--- src/ccms_pkg.sv ---
// Constants for the counter/converter mode status register block
package ccms_pkg;
   localparam int          CCMS_ADDR_W        = 8;
   localparam int          CCMS_DATA_W        = 8;
   localparam int          CCMS_FIRST_MODE_W  = 2;
   localparam logic [7:0]  CCMS_MODE_OFFSET   = 8'h12;
   localparam logic [7:0]  CCMS_MODE_RESET    = 8'h00;
   localparam int          CCMS_SC_BIT        = 3;
   localparam int          CCMS_SECOND_BIT    = 2;
   localparam int          CCMS_FIRST_MSB     = 1;
   localparam int          CCMS_FIRST_LSB     = 0;
   localparam logic [1:0]  CCMS_FIRST_RESET   = 2'h0;
   localparam logic        CCMS_SECOND_BUCK   = 1'b0;
   localparam logic        CCMS_SECOND_LINEAR = 1'b1;
   localparam logic        CCMS_SC_ABSENT     = 1'b0;
   localparam logic        CCMS_SC_PRESENT    = 1'b1;

   typedef enum logic [1:0] {
      CCMS_IDLE      = 2'b00,
      CCMS_ADDRESSED = 2'b01,
      CCMS_RELEASE   = 2'b11
   } ccms_access_t;
endpackage : ccms_pkg

--- src/ccms_mode_status.sv ---
// Counter/converter mode status register with access hold-off
`timescale 1ns/10ps
// What this block does
// - The single-cell flag in bit 3 is caught once at power-on and software can only read it.
// - The single-cell flag reads 1 when the auxiliary supply was valid at power-on, else 0.
// - Bit 2 shows the second converter mode, 0 for switching buck and 1 for linear regulation.
// - Bits 1 to 0 show the first converter mode as a read-only field that is zero after reset.
// - While software reads the register its contents stop updating so a read stays coherent.
// - During counter calibration each converter is forced to hold the mode it had at the start.
module ccms_mode_status
   import ccms_pkg::*;
(
   input  wire logic                                 CLK,
   input  wire logic                                 RESET_N,
   input  wire logic                                 AUX_SUPPLY_VALID,
   input  wire logic [ccms_pkg::CCMS_FIRST_MODE_W-1:0] FIRST_CONV_MODE_LIVE,
   input  wire logic                                 SECOND_CONV_MODE_LIVE,
   input  wire logic                                 CAL_ACTIVE,
   input  wire logic                                 REG_SELECT,
   input  wire logic [ccms_pkg::CCMS_ADDR_W-1:0]       REG_ADDR,
   input  wire logic                                 REG_WRITE,
   output logic [ccms_pkg::CCMS_DATA_W-1:0]            REG_RDATA,
   output logic                                      REG_HIT,
   output logic                                      UPDATE_HOLD,
   output logic                                      FIRST_CONV_LOCK,
   output logic [ccms_pkg::CCMS_FIRST_MODE_W-1:0]      FIRST_CONV_LOCK_MODE,
   output logic                                      SECOND_CONV_LOCK,
   output logic                                      SECOND_CONV_LOCK_MODE
);
   import ccms_pkg::*;

   ccms_access_t                  access_state;
   ccms_access_t                  next_access_state;
   logic                          sc_captured;
   logic                          next_sc_captured;
   logic                          single_cell_flag;
   logic                          next_single_cell_flag;
   logic [CCMS_DATA_W-1:0]        next_reg_rdata;
   logic [CCMS_DATA_W-1:0]        live_image;
   logic [CCMS_FIRST_MODE_W-1:0]  first_converter_mode;
   logic                          second_converter_mode;
   logic                          hold;
   logic                          addressed;

   ////////////////////////////////////////////////////////////////////////
   // Field packing and decode helpers
   function automatic logic [CCMS_DATA_W-1:0] pack_mode(input logic sc,
                                                      input logic second,
                                                      input logic [CCMS_FIRST_MODE_W-1:0] first);
      logic [CCMS_DATA_W-1:0] v;
      v = CCMS_MODE_RESET;
      v[CCMS_SC_BIT] = sc;
      v[CCMS_SECOND_BIT] = second;
      v[CCMS_FIRST_MSB:CCMS_FIRST_LSB] = first;
      return v;
   endfunction : pack_mode

   function automatic logic decode_hit(input logic                   sel,
                                       input logic [CCMS_ADDR_W-1:0] addr,
                                       input logic                   wr);
      logic hit_v;
      logic addr_v;
      addr_v = (addr == CCMS_MODE_OFFSET);
      hit_v  = sel && addr_v;
      if (wr) begin
         hit_v = 1'b0;
      end
      return hit_v;
   endfunction : decode_hit

   function automatic logic hold_needed(input logic         hit,
                                        input ccms_access_t state);
      logic hold_v;
      hold_v = hit;
      if (state == CCMS_ADDRESSED) begin
         hold_v = 1'b1;
      end
      return hold_v;
   endfunction : hold_needed

   function automatic logic supply_to_flag(input logic aux);
      logic flag_v;
      flag_v = CCMS_SC_ABSENT;
      if (aux) begin
         flag_v = CCMS_SC_PRESENT;
      end
      return flag_v;
   endfunction : supply_to_flag

   function automatic ccms_access_t after_addressed(input logic hit);
      ccms_access_t state_v;
      state_v = CCMS_RELEASE;
      if (hit) begin
         state_v = CCMS_ADDRESSED;
      end
      return state_v;
   endfunction : after_addressed

   function automatic ccms_access_t after_release(input logic hit);
      ccms_access_t state_v;
      state_v = CCMS_IDLE;
      if (hit) begin
         state_v = CCMS_ADDRESSED;
      end
      return state_v;
   endfunction : after_release

   ////////////////////////////////////////////////////////////////////////
   // Address decode; writes to a read-only register are ignored
   assign addressed = decode_hit(REG_SELECT, REG_ADDR, REG_WRITE);
   assign REG_HIT   = addressed;

   ////////////////////////////////////////////////////////////////////////
   // Access tracking for the update hold-off
   always_comb begin
      next_access_state = access_state;
      case (access_state)
         CCMS_IDLE: begin
            if (addressed) begin
               next_access_state = CCMS_ADDRESSED;
            end
         end
         CCMS_ADDRESSED: begin
            next_access_state = after_addressed(addressed);
         end
         CCMS_RELEASE: begin
            next_access_state = after_release(addressed);
         end
         default: begin
            next_access_state = CCMS_IDLE;
         end
      endcase
   end

   always_ff @(posedge CLK) begin
      if (!RESET_N) begin
         access_state <= CCMS_IDLE;
      end else begin
         access_state <= next_access_state;
      end
   end

   ////////////////////////////////////////////////////////////////////////
   // Hold-off shared by the image and the trackers
   assign hold        = hold_needed(addressed, access_state);
   assign UPDATE_HOLD = hold;

   ////////////////////////////////////////////////////////////////////////
   // Power-on single-cell capture
   always_comb begin
      next_sc_captured      = 1'b1;
      next_single_cell_flag = single_cell_flag;
      if (!sc_captured) begin
         next_single_cell_flag = supply_to_flag(AUX_SUPPLY_VALID);
      end
   end

   always_ff @(posedge CLK) begin
      if (!RESET_N) begin
         sc_captured      <= 1'b0;
         single_cell_flag <= CCMS_SC_ABSENT;
      end else begin
         sc_captured      <= next_sc_captured;
         single_cell_flag <= next_single_cell_flag;
      end
   end

   ////////////////////////////////////////////////////////////////////////
   // Converter mode trackers
   ccms_mode_track #(
      .W         (CCMS_FIRST_MODE_W),
      .RESET_VAL (CCMS_FIRST_RESET)
   ) u_first (
      .clk        (CLK),
      .reset_n    (RESET_N),
      .live_mode  (FIRST_CONV_MODE_LIVE),
      .cal_active (CAL_ACTIVE),
      .hold       (hold),
      .lock       (FIRST_CONV_LOCK),
      .lock_mode  (FIRST_CONV_LOCK_MODE),
      .shown_mode (first_converter_mode)
   );

   ccms_mode_track #(
      .W         (1),
      .RESET_VAL (CCMS_SECOND_BUCK)
   ) u_second (
      .clk        (CLK),
      .reset_n    (RESET_N),
      .live_mode  (SECOND_CONV_MODE_LIVE),
      .cal_active (CAL_ACTIVE),
      .hold       (hold),
      .lock       (SECOND_CONV_LOCK),
      .lock_mode  (SECOND_CONV_LOCK_MODE),
      .shown_mode (second_converter_mode)
   );

   ////////////////////////////////////////////////////////////////////////
   // Live image of the status fields
   always_comb begin
      live_image = pack_mode(single_cell_flag, second_converter_mode,
                             first_converter_mode);
   end

   ////////////////////////////////////////////////////////////////////////
   // Register image, frozen while addressed
   always_comb begin
      next_reg_rdata = REG_RDATA;
      if (!hold) begin
         next_reg_rdata = live_image;
      end
   end

   always_ff @(posedge CLK) begin
      if (!RESET_N) begin
         REG_RDATA <= CCMS_MODE_RESET;
      end else begin
         REG_RDATA <= next_reg_rdata;
      end
   end
endmodule : ccms_mode_status

--- src/ccms_mode_track.sv ---
// Tracks one converter's mode with update hold and calibration lock
`timescale 1ns/10ps
module ccms_mode_track #(
   parameter int          W        = 2,
   parameter logic [W-1:0] RESET_VAL = '0
) (
   input  wire logic         clk,
   input  wire logic         reset_n,
   input  wire logic [W-1:0] live_mode,
   input  wire logic         cal_active,
   input  wire logic         hold,
   output logic              lock,
   output logic [W-1:0]      lock_mode,
   output logic [W-1:0]      shown_mode
);
   logic         next_lock;
   logic [W-1:0] next_lock_mode;
   logic [W-1:0] next_shown_mode;

   ////////////////////////////////////////////////////////////////////////
   // Next values
   always_comb begin
      next_lock       = cal_active;
      next_lock_mode  = lock_mode;
      next_shown_mode = shown_mode;
      if (cal_active && !lock) begin
         next_lock_mode = live_mode;
      end
      if (!hold) begin
         next_shown_mode = live_mode;
      end
   end

   ////////////////////////////////////////////////////////////////////////
   // Registers
   always_ff @(posedge clk) begin
      if (!reset_n) begin
         lock       <= 1'b0;
         lock_mode  <= RESET_VAL;
         shown_mode <= RESET_VAL;
      end else begin
         lock       <= next_lock;
         lock_mode  <= next_lock_mode;
         shown_mode <= next_shown_mode;
      end
   end
endmodule : ccms_mode_track

--- config.mk ---
export PLATFORM = sky130hd
export DESIGN_NAME = ccms_mode_status
export DESIGN_NICKNAME = d
export VERILOG_FILES = /design/src/ccms_pkg.sv /design/src/ccms_mode_status.sv /design/src/ccms_mode_track.sv
export SDC_FILE = /design/constraint.sdc
export NUM_CORES = 1
export LEC_CHECK = 0
export BUFFER_PORTS_ARGS = -buffer_cell sky130_fd_sc_hd__buf_2
export CORE_ASPECT_RATIO = 0.75
export CORE_MARGIN = 4
export CORE_UTILIZATION = 47
export CTS_CLUSTER_SIZE = 20
export DETAILED_ROUTE_END_ITERATION = 10
export GPL_TIMING_DRIVEN = 1
export PLACE_DENSITY = 0.82
export SLEW_MARGIN = 20
export SYNTH_ARGS = -nofsm -noshare
export SYNTH_HDL_FRONTEND = slang
export SYNTH_SLANG_ARGS = --single-unit
--- constraint.sdc ---
create_clock -name CLK -period 2.05 [get_ports CLK]
set_input_delay 0.205 -clock CLK [delete_from_list [all_inputs] [get_ports CLK]]
set_output_delay 0.205 -clock CLK [all_outputs]
set_load 0.02 [all_outputs]
**Yosys cells after proc, flatten, opt, wreduce, memory -nomap -nowiden**

Cells that the tools add are included.

- Reduce and logical (&&, ||, !) cells: 4
- Equality and inequality tests: 4
- Multiplexer cells: 8

Operators with widths:

| kind | count |
|---|---|
| $eq A8 B5 Y1 const B | 1 |
| $pmux W2 S3 | 1 |
| $mux W1 | 5 |
| $mux W2 | 2 |
| $eq A2 B1 Y1 const B | 1 |
| $eq A2 B2 Y1 const B | 1 |
| $logic_and A1 B1 Y1 | 2 |
| $logic_not A2 Y1 | 1 |
| $ne A2 B2 Y1 const B | 1 |
| $logic_not A1 Y1 | 1 |

- Word-level logic and storage cells: 25
- Output and inout port bits: 15
- Input port bits: 17
- Register bits after elaboration: 15

**Logic depth before layout (Yosys ltp)**

Gate-level depths: netlist (run 1).

- Word-level depth: 5
- Depth in mapped cells: 5
- Gate-level depth less buffers: 3

**By module**

From an unflattened synthesis (run 1), not the netlist that was laid out.

- Cells, all modules: 84
- Area, all modules: 808.3 µm²

Modules (own cells, without submodules):

| module | seq. area each (µm²) | times used | cells an instance | area an instance (µm²) |
|---|---|---|---|---|
| ccms_mode_status | 160.2 | 1 | 57 | 505.5 |
| ccms_mode_track (u_first) | 100.1 | 1 | 17 | 187.7 |
| ccms_mode_track (u_second) | 60.1 | 1 | 10 | 115.1 |

**Worst setup path before layout (run 1)**

OpenSTA, ideal clock, no wires.

- Path kind: input to output
- Start: input REG_ADDR[5] (netlist name)
- End: output UPDATE_HOLD
- Setup slack: 0.090 ns
- Required time: 1.845 ns
- Stages on the path: 4
- Arrival time: 1.755 ns
- Buffers on the path: 1
- Cells stage by stage: or4b_1 > buf_6 > nor3_1 > or2_2

- Longest elaborated chain between the ends: 4

RTL lines:

| element | line | source |
|---|---|---|
| start, declared | ccms_mode_status.sv:20 | `input wire logic [ccms_pkg::CCMS_ADDR_W-1:0] REG_ADDR,` |
| $eq A8 B5 Y1 | ccms_mode_status.sv:63 | `addr_v = (addr == CCMS_MODE_OFFSET);` |
| $logic_and A1 B1 Y1 | ccms_mode_status.sv:64 | `hit_v = sel && addr_v;` |
| $mux W1 | ccms_mode_status.sv:65 | `if (wr) begin` |
| named net REG_HIT | ccms_mode_status.sv:23 | `output logic REG_HIT,` |
| $mux W1 | ccms_mode_status.sv:75 | `if (state == CCMS_ADDRESSED) begin` |
| end, declared | ccms_mode_status.sv:24 | `output logic UPDATE_HOLD,` |

The timed path passes the listed nets, and every way through them passes these cells.

**Final worst setup path (run 1)**

- Start: input REG_WRITE
- End: output UPDATE_HOLD

- Longest elaborated chain between the ends: 2

RTL lines:

| element | line | source |
|---|---|---|
| start, declared | ccms_mode_status.sv:21 | `input wire logic REG_WRITE,` |
| $mux W1 | ccms_mode_status.sv:65 |  |
| $mux W1 | ccms_mode_status.sv:75 |  |

Every way passes these cells.

==> results.json, run 1 <==
{
  "outcome": "completed",
  "synth_top_area_share_pct": 35.40,
  "hold_viol": 0,
  "ys.flop_type": "dfxtp_1",
  "drv_cap": 0,
  "area_delta_synth_final_pct": 17.26,
  "grtUsageTotal_pct": 16.66,
  "n_antenna_cell": 0,
  "worstPathMaxFanout": 12,
  "grt_pass1_wl_mm": 3.298,
  "fin_nets": 143,
  "stdcell_count": 146,
  "wl_per_cell_um": 13.70,
  "maxSlewViolCount": 0,
  "path_clk_slew_ps": 90,
  "ys_seq_elements": 15,
  "cts_hold_buf": 0,
  "vias_per_cell": 5.616,
  "synth_area_leaders": "dfxtp_1 (35%), o211ai_1 (5.3%), and2_1 (5.2%)",
  "hold_ws_ps": 119.0,
  "grt_overflow": 0,
  "clock_path_buffers": 2,
  "gp_congestion": 0.8590,
  "port_buffers": 27,
  "synthTopCellsByCount": "dfxtp_1 (15), nand2_1 (11), and2_1 (7), nor2b_1 (7)",
  "grt_max_degree": 24,
  "hpwl_mm": 1.529,
  "die_area_mm2": 0.002555,
  "utilization_pct": 62.50,
  "yosys_warnings": 0,
  "min_period_over_period_pct": 84.63,
  "dr.pass1.iters": 4,
  "wl_mm": 2.000,
  "synth_edf_count": 0,
  "setup_violations": 0,
  "grt_antenna_before_repair": 0,
  "io_pins": 32,
  "vdd_drop_max_uv": 438.3,
  "cts_made_buffers": 3,
  "vias": 820,
  "clock_sinks": 15,
  "start_util_pct": 53.30,
  "cts_resized": 0,
  "dieWidth_um": 57.06,
  "dpl.cell_count": 142,
  "p_per_area_mw_per_mm2": 612.9,
  "cts_tree": "yes",
  "drive_above_1_share_pct": 28.00,
  "yosysSeqAreaShare_pct": 35.40,
  "avgSynthCellArea_um2": 8.569,
  "fp-row-count": 12,
  "critPathLaunchType": "input port",
  "end_kind": "output port",
  "h-tree-depth": 1,
  "cts_root_buf": "clkbuf_4",
  "post-route-min-period_ps": 1735,
  "fp.dieH_um": 44.79,
  "core_area_mm2": 0.001592,
  "post-cts-setup-buffer-count": 0,
  "synthDistinctLibCells": 25,
  "netlist_instances": 99,
  "synth_most_common_cell": "dfxtp_1",
  "fin_worst_skew_ps": 2.356,
  "max_freq_ghz": 0.5764,
  "async_flop_share_pct": 0,
  "worstPathArrival_ps": 1530,
  "setup_tns_ps": 0,
  "drc": 0,
  "final_antenna_net_count": 0,
  "crit_type": "input port to output port",
  "dr.first_iter.drc_count": 21,
  "hold_path_class": "input port to flop",
  "crit_required_ps": 1850,
  "insertion_delay_ps": 290,
  "rrSetupSlack_ps": 500,
  "rsz0062_at_grt": "false",
  "netlist_area_um2": 848.3,
  "grt_pass1_vias": 750,
  "p_leak_nw": 0.4476,
  "synth_largest_area_cell": "dfxtp_1"
}
## critical path, stage by stage
cell and delay, ps:
buf_2 110, or4b_4 620, nor3_1 290, or2_2 160
buf_2 150
## flip-flops by register name, summed over array words and instances (netlist names)
name	cells
u_first.lock	1
single_cell_flag	1
sc_captured	1
u_first.shown_mode	2
u_first.lock_mode	2
REG_RDATA	4
u_second.lock_mode	1
access_state	2
u_second.shown_mode	1
## report_power, final
group / switching (mW) / internal, mW / leakage [nW] / total (mW)
Sequential: 0.00959 / 0.311 / 0.125 / 0.320
Clock: 0.0979 / 0.0758 / 0.0150 / 0.174
Combinational: 0.0687 / 0.0468 / 0.308 / 0.116
Total: 0.176 / 0.433 / 0.448 / 0.610
## kinds of logic (layout without fill, tap and decap cells)
group | Yosys count | in the layout | share of synthesized area [%]
mux | 4 | 4 | 4.720
buf+inv | 11 | 34 | 8.849
flops | 15 | 15 | 35.40
other cells | 1 | 4 | 0.4421
compound gates | 11 | 11 | 9.735
simple gates | 57 | 57 | 40.86
## layer usage
metal  GRT usage, %  wire (µm)  up-vias
li1               -          -      406
met1          17.44        818      377
met2          30.75        990       31
met4          6.481         27        0
met3          6.286        164        6
met5              0          0        -
## area by class of cell
cell class	count	area (µm²)
timing repair buffer	30	157.7
tap	21	26.28
multi-input combinational	76	484.2
fill	156	596.8
clock buffer	4	26.28
sequential	15	300.3
## placed cells by master (no fill, tap or decap), types with 6 or more instances in the layout
cell type,instances
nor2b_1,7
nand2_1,11
nand3_1,6
dfxtp_1,15
nand4_1,6
and2_1,7
buf_2,27
o211ai_1,6
## metrics by stage
stage | worst slack, ps | power (mW) | area, µm²
finish | 315.1 | 0.6096 | 994.7
global route | 251.7 | 0.6414 | 994.7
CTS | 310.4 | 0.6143 | 994.7
detailed placement | 315.9 | 0.4427 | 968.4
global placement | 352.3 | 0.4369 | 968.4
floorplan | 89.53 | 0.4071 | 859.6
## worst paths after layout
| kind | depth (start not counted) | from | to |
|---|---|---|---|
| worst max register to register | 3 | access_state[0] | REG_RDATA[3] |
| worst min-delay path | 2 | CAL_ACTIVE | u_first.lock |
| worst min register to register | 2 | u_first.lock_mode[1] | u_first.lock_mode[1] |
| worst max-delay path | 5 | REG_WRITE | UPDATE_HOLD |
Power figures use the tool's default switching activity.
==> run 2, diff against run 1 <==
clock period = 1.7 ns   (was 2.05 ns; I/O delays follow)
==> run 2 against run 1 <==
Effect of this change: combinational power rose by 22%; non-clock buffer count rose by 2; cell count rose by 1.4%; setup slack got worse by 210 ps; flip-flop and latch count did not move; largest cell class unchanged; clock power rose by 17%; routed wire length rose by 1.6%; clock skew fell by 1.4 ps; largest power group unchanged; final area rose by 2.4%; die area did not move.
==> results.json, run 2 (same netlist as run 1, synthesis figures left out) <==
{
  "dr.pass1.iters": 4,
  "dr.first_iter.drc_count": 23,
  "met1_usage_pct": 19.39,
  "grt_max_degree": 24,
  "setup_violations": 0,
  "start_util_pct": 53.30,
  "top_register": "REG_RDATA",
  "final_antenna_net_count": 0,
  "seq_area_um2": 300.3,
  "clock_sinks": 15,
  "end_kind": "output port",
  "worst-path-buf-inv": 2,
  "fp-row-count": 12,
  "gr-usage-met2_pct": 27.33,
  "rsz0062_at_grt": "false",
  "p_leak_nw": 0.4590,
  "grtUsageTotal_pct": 16.50,
  "p_sw_mw": 0.2071,
  "fin_nets": 145,
  "clock_path_buffers": 2,
  "pwr-share-comb_pct": 19.2,
  "drc": 0,
  "hold_path_class": "input port to flop",
  "hold_ws_ps": 92.53,
  "switching_share_pct": 28.36,
  "path_clk_slew_ps": 90,
  "most-common-layout-cells": "buf_2 (27), dfxtp_1 (15), nand2_1 (11)",
  "worstPathArrival_ps": 1430,
  "crit_slowest_cell": "dfxtp_1",
  "clkPwrFrac_pct": 27.9,
  "wl_mm": 2.031,
  "worstPathCellList": "nor2b_1, buf_4, or2_2, buf_2",
  "grt_pass1_vias": 727,
  "utilization_pct": 63.99,
  "gp_congestion": 0.8649,
  "crit_type": "flop to output port",
  "critPathTopFamily": "simple AND/OR/NAND/NOR gates",
  "h-tree-depth": 1,
  "cp_slowest_stage_delay_ps": 370,
  "p_per_area_mw_per_mm2": 717.0,
  "busiest_layer": "met2",
  "setup_tns_ps": 0,
  "cp-startpoint": "access_state[0]",
  "wl_per_cell_um": 13.72,
  "hpwl_mm": 1.540,
  "core_area_mm2": 0.001592,
  "rr_startpoint": "access_state[0]",
  "area_delta_synth_final_pct": 20.06,
  "fp.dieH_um": 44.79,
  "critPathLaunchType": "flop",
  "grt_antenna_before_repair": 0,
  "vias_per_cell": 5.662,
  "hold_depth": 2,
  "post-cts-setup-buffer-count": 0,
  "r2r_cells": 3,
  "internal_power_mw": 0.5231,
  "grt_overflow": 0,
  "port_buffers": 27,
  "insertion_delay_ps": 280,
  "cts_root_buf": "clkbuf_4",
  "worst-path-stages": 4,
  "drv_cap": 0,
  "post-route-min-period_ps": 1597,
  "drive_above_1_share_pct": 30.71,
  "cts_made_buffers": 3,
  "cts_tree": "yes",
  "seqPwrFrac_pct": 52.8,
  "io_pins": 32,
  "grt_pass1_wl_mm": 3.208,
  "cts_hold_buf": 0,
  "dieWidth_um": 57.06,
  "vdd_drop_max_uv": 579.8,
  "fin_worst_skew_ps": 0.9139,
  "final_common_cell": "buf_2",
  "hp-start": "CAL_ACTIVE",
  "maxSlewViolCount": 0,
  "max_freq_ghz": 0.6261,
  "crit_required_ps": 1530,
  "hold_viol": 0,
  "die_area_mm2": 0.002555,
  "grt.met3_usage_pct": 6.571,
  "min_period_over_period_pct": 93.96,
  "largest_register_ffs": 4,
  "vias": 838,
  "n_antenna_cell": 0,
  "outcome": "completed",
  "multiInputGateArea_um2": 493.0,
  "worstPathMaxFanout": 6,
  "fillCellCount": 155
}
==> run 2: changes by cell type in the layout (fill, tap and decap cells not counted), sizes merged <==
| cell | previous run | this run |
|---|---|---|
| buf | 30 | 32 |
==> run 2: path summary, 6_finish.rpt <==
path	to	slack, ps
setup / recovery	UPDATE_HOLD	100
hold / removal	u_first.lock	90
setup reg to reg	REG_RDATA[3]	320
hold reg to reg	u_first.lock_mode[0]	520
==> run 2: final cells by class <==
class / instances / share of cell area (%)
clock buffer: 4 / 2.580
sequential: 15 / 29.48
tap: 21 / 2.580
timing repair buffer: 32 / 16.95
multi-input combinational: 76 / 48.40
==> run 2: metal layers <==
layer | routed length, µm | vias up | share of wire [%]
met5 | 0 | - | 0
met4 | 14 | 0 | 0.69
met3 | 143 | 3 | 7.0
met2 | 999 | 25 | 49
met1 | 875 | 397 | 43
li1 | - | 413 | -
==> run 2: stage by stage <==
step,instances,total power [mW],instance area (µm²),worst slack (ps)
final,148,0.7302,1018,102.7
after global routing,148,0.7795,1018,3.179
after CTS,148,0.7385,1015,75.67
after detailed placement,144,0.5326,988.4,71.22
after global placement,144,0.5272,988.4,90.59
after floorplan,102,0.4913,864.6,58.48
==> run 2: power by group through the flow <==
stage          Sequential [mW]  Clock, mW  Combinational [mW]
5_1_grt                  0.388      0.238               0.153
3_5_place_dp             0.394          0               0.139
2_1_floorplan            0.411          0              0.0805
3_3_place_gp             0.393          0               0.135
4_1_cts                  0.386      0.214               0.139
6_report                 0.386      0.204               0.141
==> run 2: worst reg2reg max path: stages (launching register included) <==
cell and delay (ps):
dfxtp_1 430, nor2b_1 240, a211oi_1 60, or4_1 530
==> run 2: timing repair <==
item / in CTS / in global routing
endpoints found under the hold margin: 0 / 0
endpoints found under the setup margin: 0 / 1
gates resized for setup: 0 / 1
==> run 3, diff against run 2 <==
==> constraint.sdc (replaced) <==
create_clock -name CLK -period 1.7 [get_ports CLK]
set_input_delay 0.255 -clock CLK [delete_from_list [all_inputs] [get_ports CLK]]
set_output_delay 0.255 -clock CLK [all_outputs]
set_load 0.02 [all_outputs]
==> run 3 against run 2 <==
Effect of this change: global-route usage up 1.5 points; sequential power hardly changed; largest power group unchanged; via count increased by 3.1%; critical path type is now input port to output port; routed wire length increased by 2.2%; core utilization up 3.7 points; highest routed layer unchanged; flip-flop and latch count stayed put; critical endpoint unchanged.
==> results.json, run 3 (same netlist as run 1, synthesis figures left out) <==
{
  "end_kind": "output port",
  "cts_root_buf": "clkbuf_4",
  "critPathLaunchType": "input port",
  "grtUsageTotal_pct": 17.97,
  "crit_slowest_cell": "or4b_4",
  "vias": 864,
  "gp_congestion": 0.8593,
  "p_per_area_mw_per_mm2": 684.3,
  "grt_overflow": 0,
  "port_buffers": 27,
  "grt_antenna_before_repair": 0,
  "grt_pass1_vias": 770,
  "max_freq_ghz": 0.5936,
  "drc": 0,
  "h-tree-depth": 1,
  "drive_above_1_share_pct": 34.59,
  "die_area_mm2": 0.002555,
  "area_delta_synth_final_pct": 26.99,
  "dieWidth_um": 57.06,
  "hpwl_mm": 1.609,
  "top_register": "REG_RDATA",
  "setup_ws_ps": 15.35,
  "insertion_delay_ps": 280,
  "fp-row-count": 12,
  "fin_worst_skew_ps": 1.928,
  "maxSlewViolCount": 0,
  "worstPathCellList": "buf_2, or4b_4, nor3_4, or2_4, buf_4",
  "io_pins": 32,
  "p_leak_nw": 0.4943,
  "rsz0062_at_grt": "false",
  "grt_pass1_wl_mm": 3.512,
  "critPathTopFamily": "simple AND/OR/NAND/NOR gates",
  "cts_made_buffers": 3,
  "most-common-layout-cells": "buf_2 (26), dfxtp_1 (15), buf_4 (12)",
  "path_clk_slew_ps": 80,
  "crit_required_ps": 1440,
  "vdd_drop_max_uv": 529.5,
  "dp_worst_setup_slack_ps": -39.62,
  "worst-path-buf-inv": 2,
  "n_antenna_cell": 0,
  "fin_nets": 151,
  "setup_violations": 0,
  "min_period_over_period_pct": 99.10,
  "outcome": "completed",
  "final_common_cell": "buf_2",
  "dr.pass1.iters": 4,
  "largest_register_ffs": 4,
  "core_area_mm2": 0.001592,
  "clock_path_buffers": 2,
  "utilization_pct": 67.69,
  "clock_sinks": 15,
  "post-route-min-period_ps": 1685,
  "vias_per_cell": 5.610,
  "worstPathMaxFanout": 4,
  "start_util_pct": 53.30,
  "grt_max_degree": 24,
  "drv_cap": 0,
  "fp.dieH_um": 44.79,
  "crit_type": "input port to output port",
  "cts_hold_buf": 0,
  "wl_per_cell_um": 13.48,
  "cts_tree": "yes",
  "dr.first_iter.drc_count": 37,
  "worstPathArrival_ps": 1430,
  "final_antenna_net_count": 0,
  "rrSetupSlack_ps": 390,
  "wl_mm": 2.076,
  "hold_path_class": "input port to flop",
  "cp_slowest_stage_delay_ps": 570,
  "hold_viol": 0
}
[run 3: cell types whose count changed in the layout (fill, tap and decap cells not counted), sizes merged]
cell,change
buf,+6
[run 3: layer usage]
layer | part of all wire (%) | up-vias | global-route usage [%]
li1 | - | 429 | -
met1 | 44 | 400 | 22.28
met2 | 49 | 31 | 28.93
met3 | 6.2 | 4 | 6.571
met4 | 0.92 | 0 | 6.481
met5 | 0 | - | 0
[run 3: metrics by stage]
stage / cells / hold slack, ps / cell area (µm²) / total power [mW] / setup TNS (ps)
4_1_cts: 153 / 170.3 / 1065 / 0.7459 / 0
6_report: 154 / 177.1 / 1077 / 0.7372 / 0
5_1_grt: 154 / 175.8 / 1077 / 0.7841 / 0
2_1_floorplan: 102 / 282.7 / 877.1 / 0.4929 / 0
3_5_place_dp: 148 / 484.6 / 1031 / 0.5401 / -82.53
3_3_place_gp: 148 / 464.7 / 1031 / 0.5333 / -2.118
[run 3: cell type report]
type | instances | area, µm²
Clock buffer | 4 | 26.28
Multi-Input combinational cell | 76 | 504.2
Fill cell | 151 | 514.2
Tap cell | 21 | 26.28
Timing Repair Buffer | 38 | 220.2
Sequential cell | 15 | 300.3
[run 3: repair_timing]
item,4_1_cts,5_1_grt
hold endpoints to repair,0,0
setup endpoints to repair,1,1
setup buffers,1,1
pin swaps,2,2
resized for setup,0,2
[run 3: worst reg2reg max path, delay by kind of cell, from the launching register on]
kind,cells,cell delay (ps)
and+or+nand+nor,2,730
DFF,1,410
AOI/OAI and AO/OA,1,60
[run 3: path summary, 6_finish.rpt]
path | start | endpoint | depth (start not counted)
setup reg to reg | access_state[0] | REG_RDATA[3] | 3
hold / removal | CAL_ACTIVE | u_first.lock | 2
hold reg to reg | u_second.lock_mode | u_second.lock_mode | 2
setup / recovery | REG_ADDR[6] | UPDATE_HOLD | 5
[run 3: where the power goes]
| group | switching (mW) | internal, mW |
|---|---|---|
| Clock | 0.112 | 0.0913 |
| Combinational | 0.0861 | 0.0622 |
| Sequential | 0.0111 | 0.375 |
| Total | 0.209 | 0.528 |
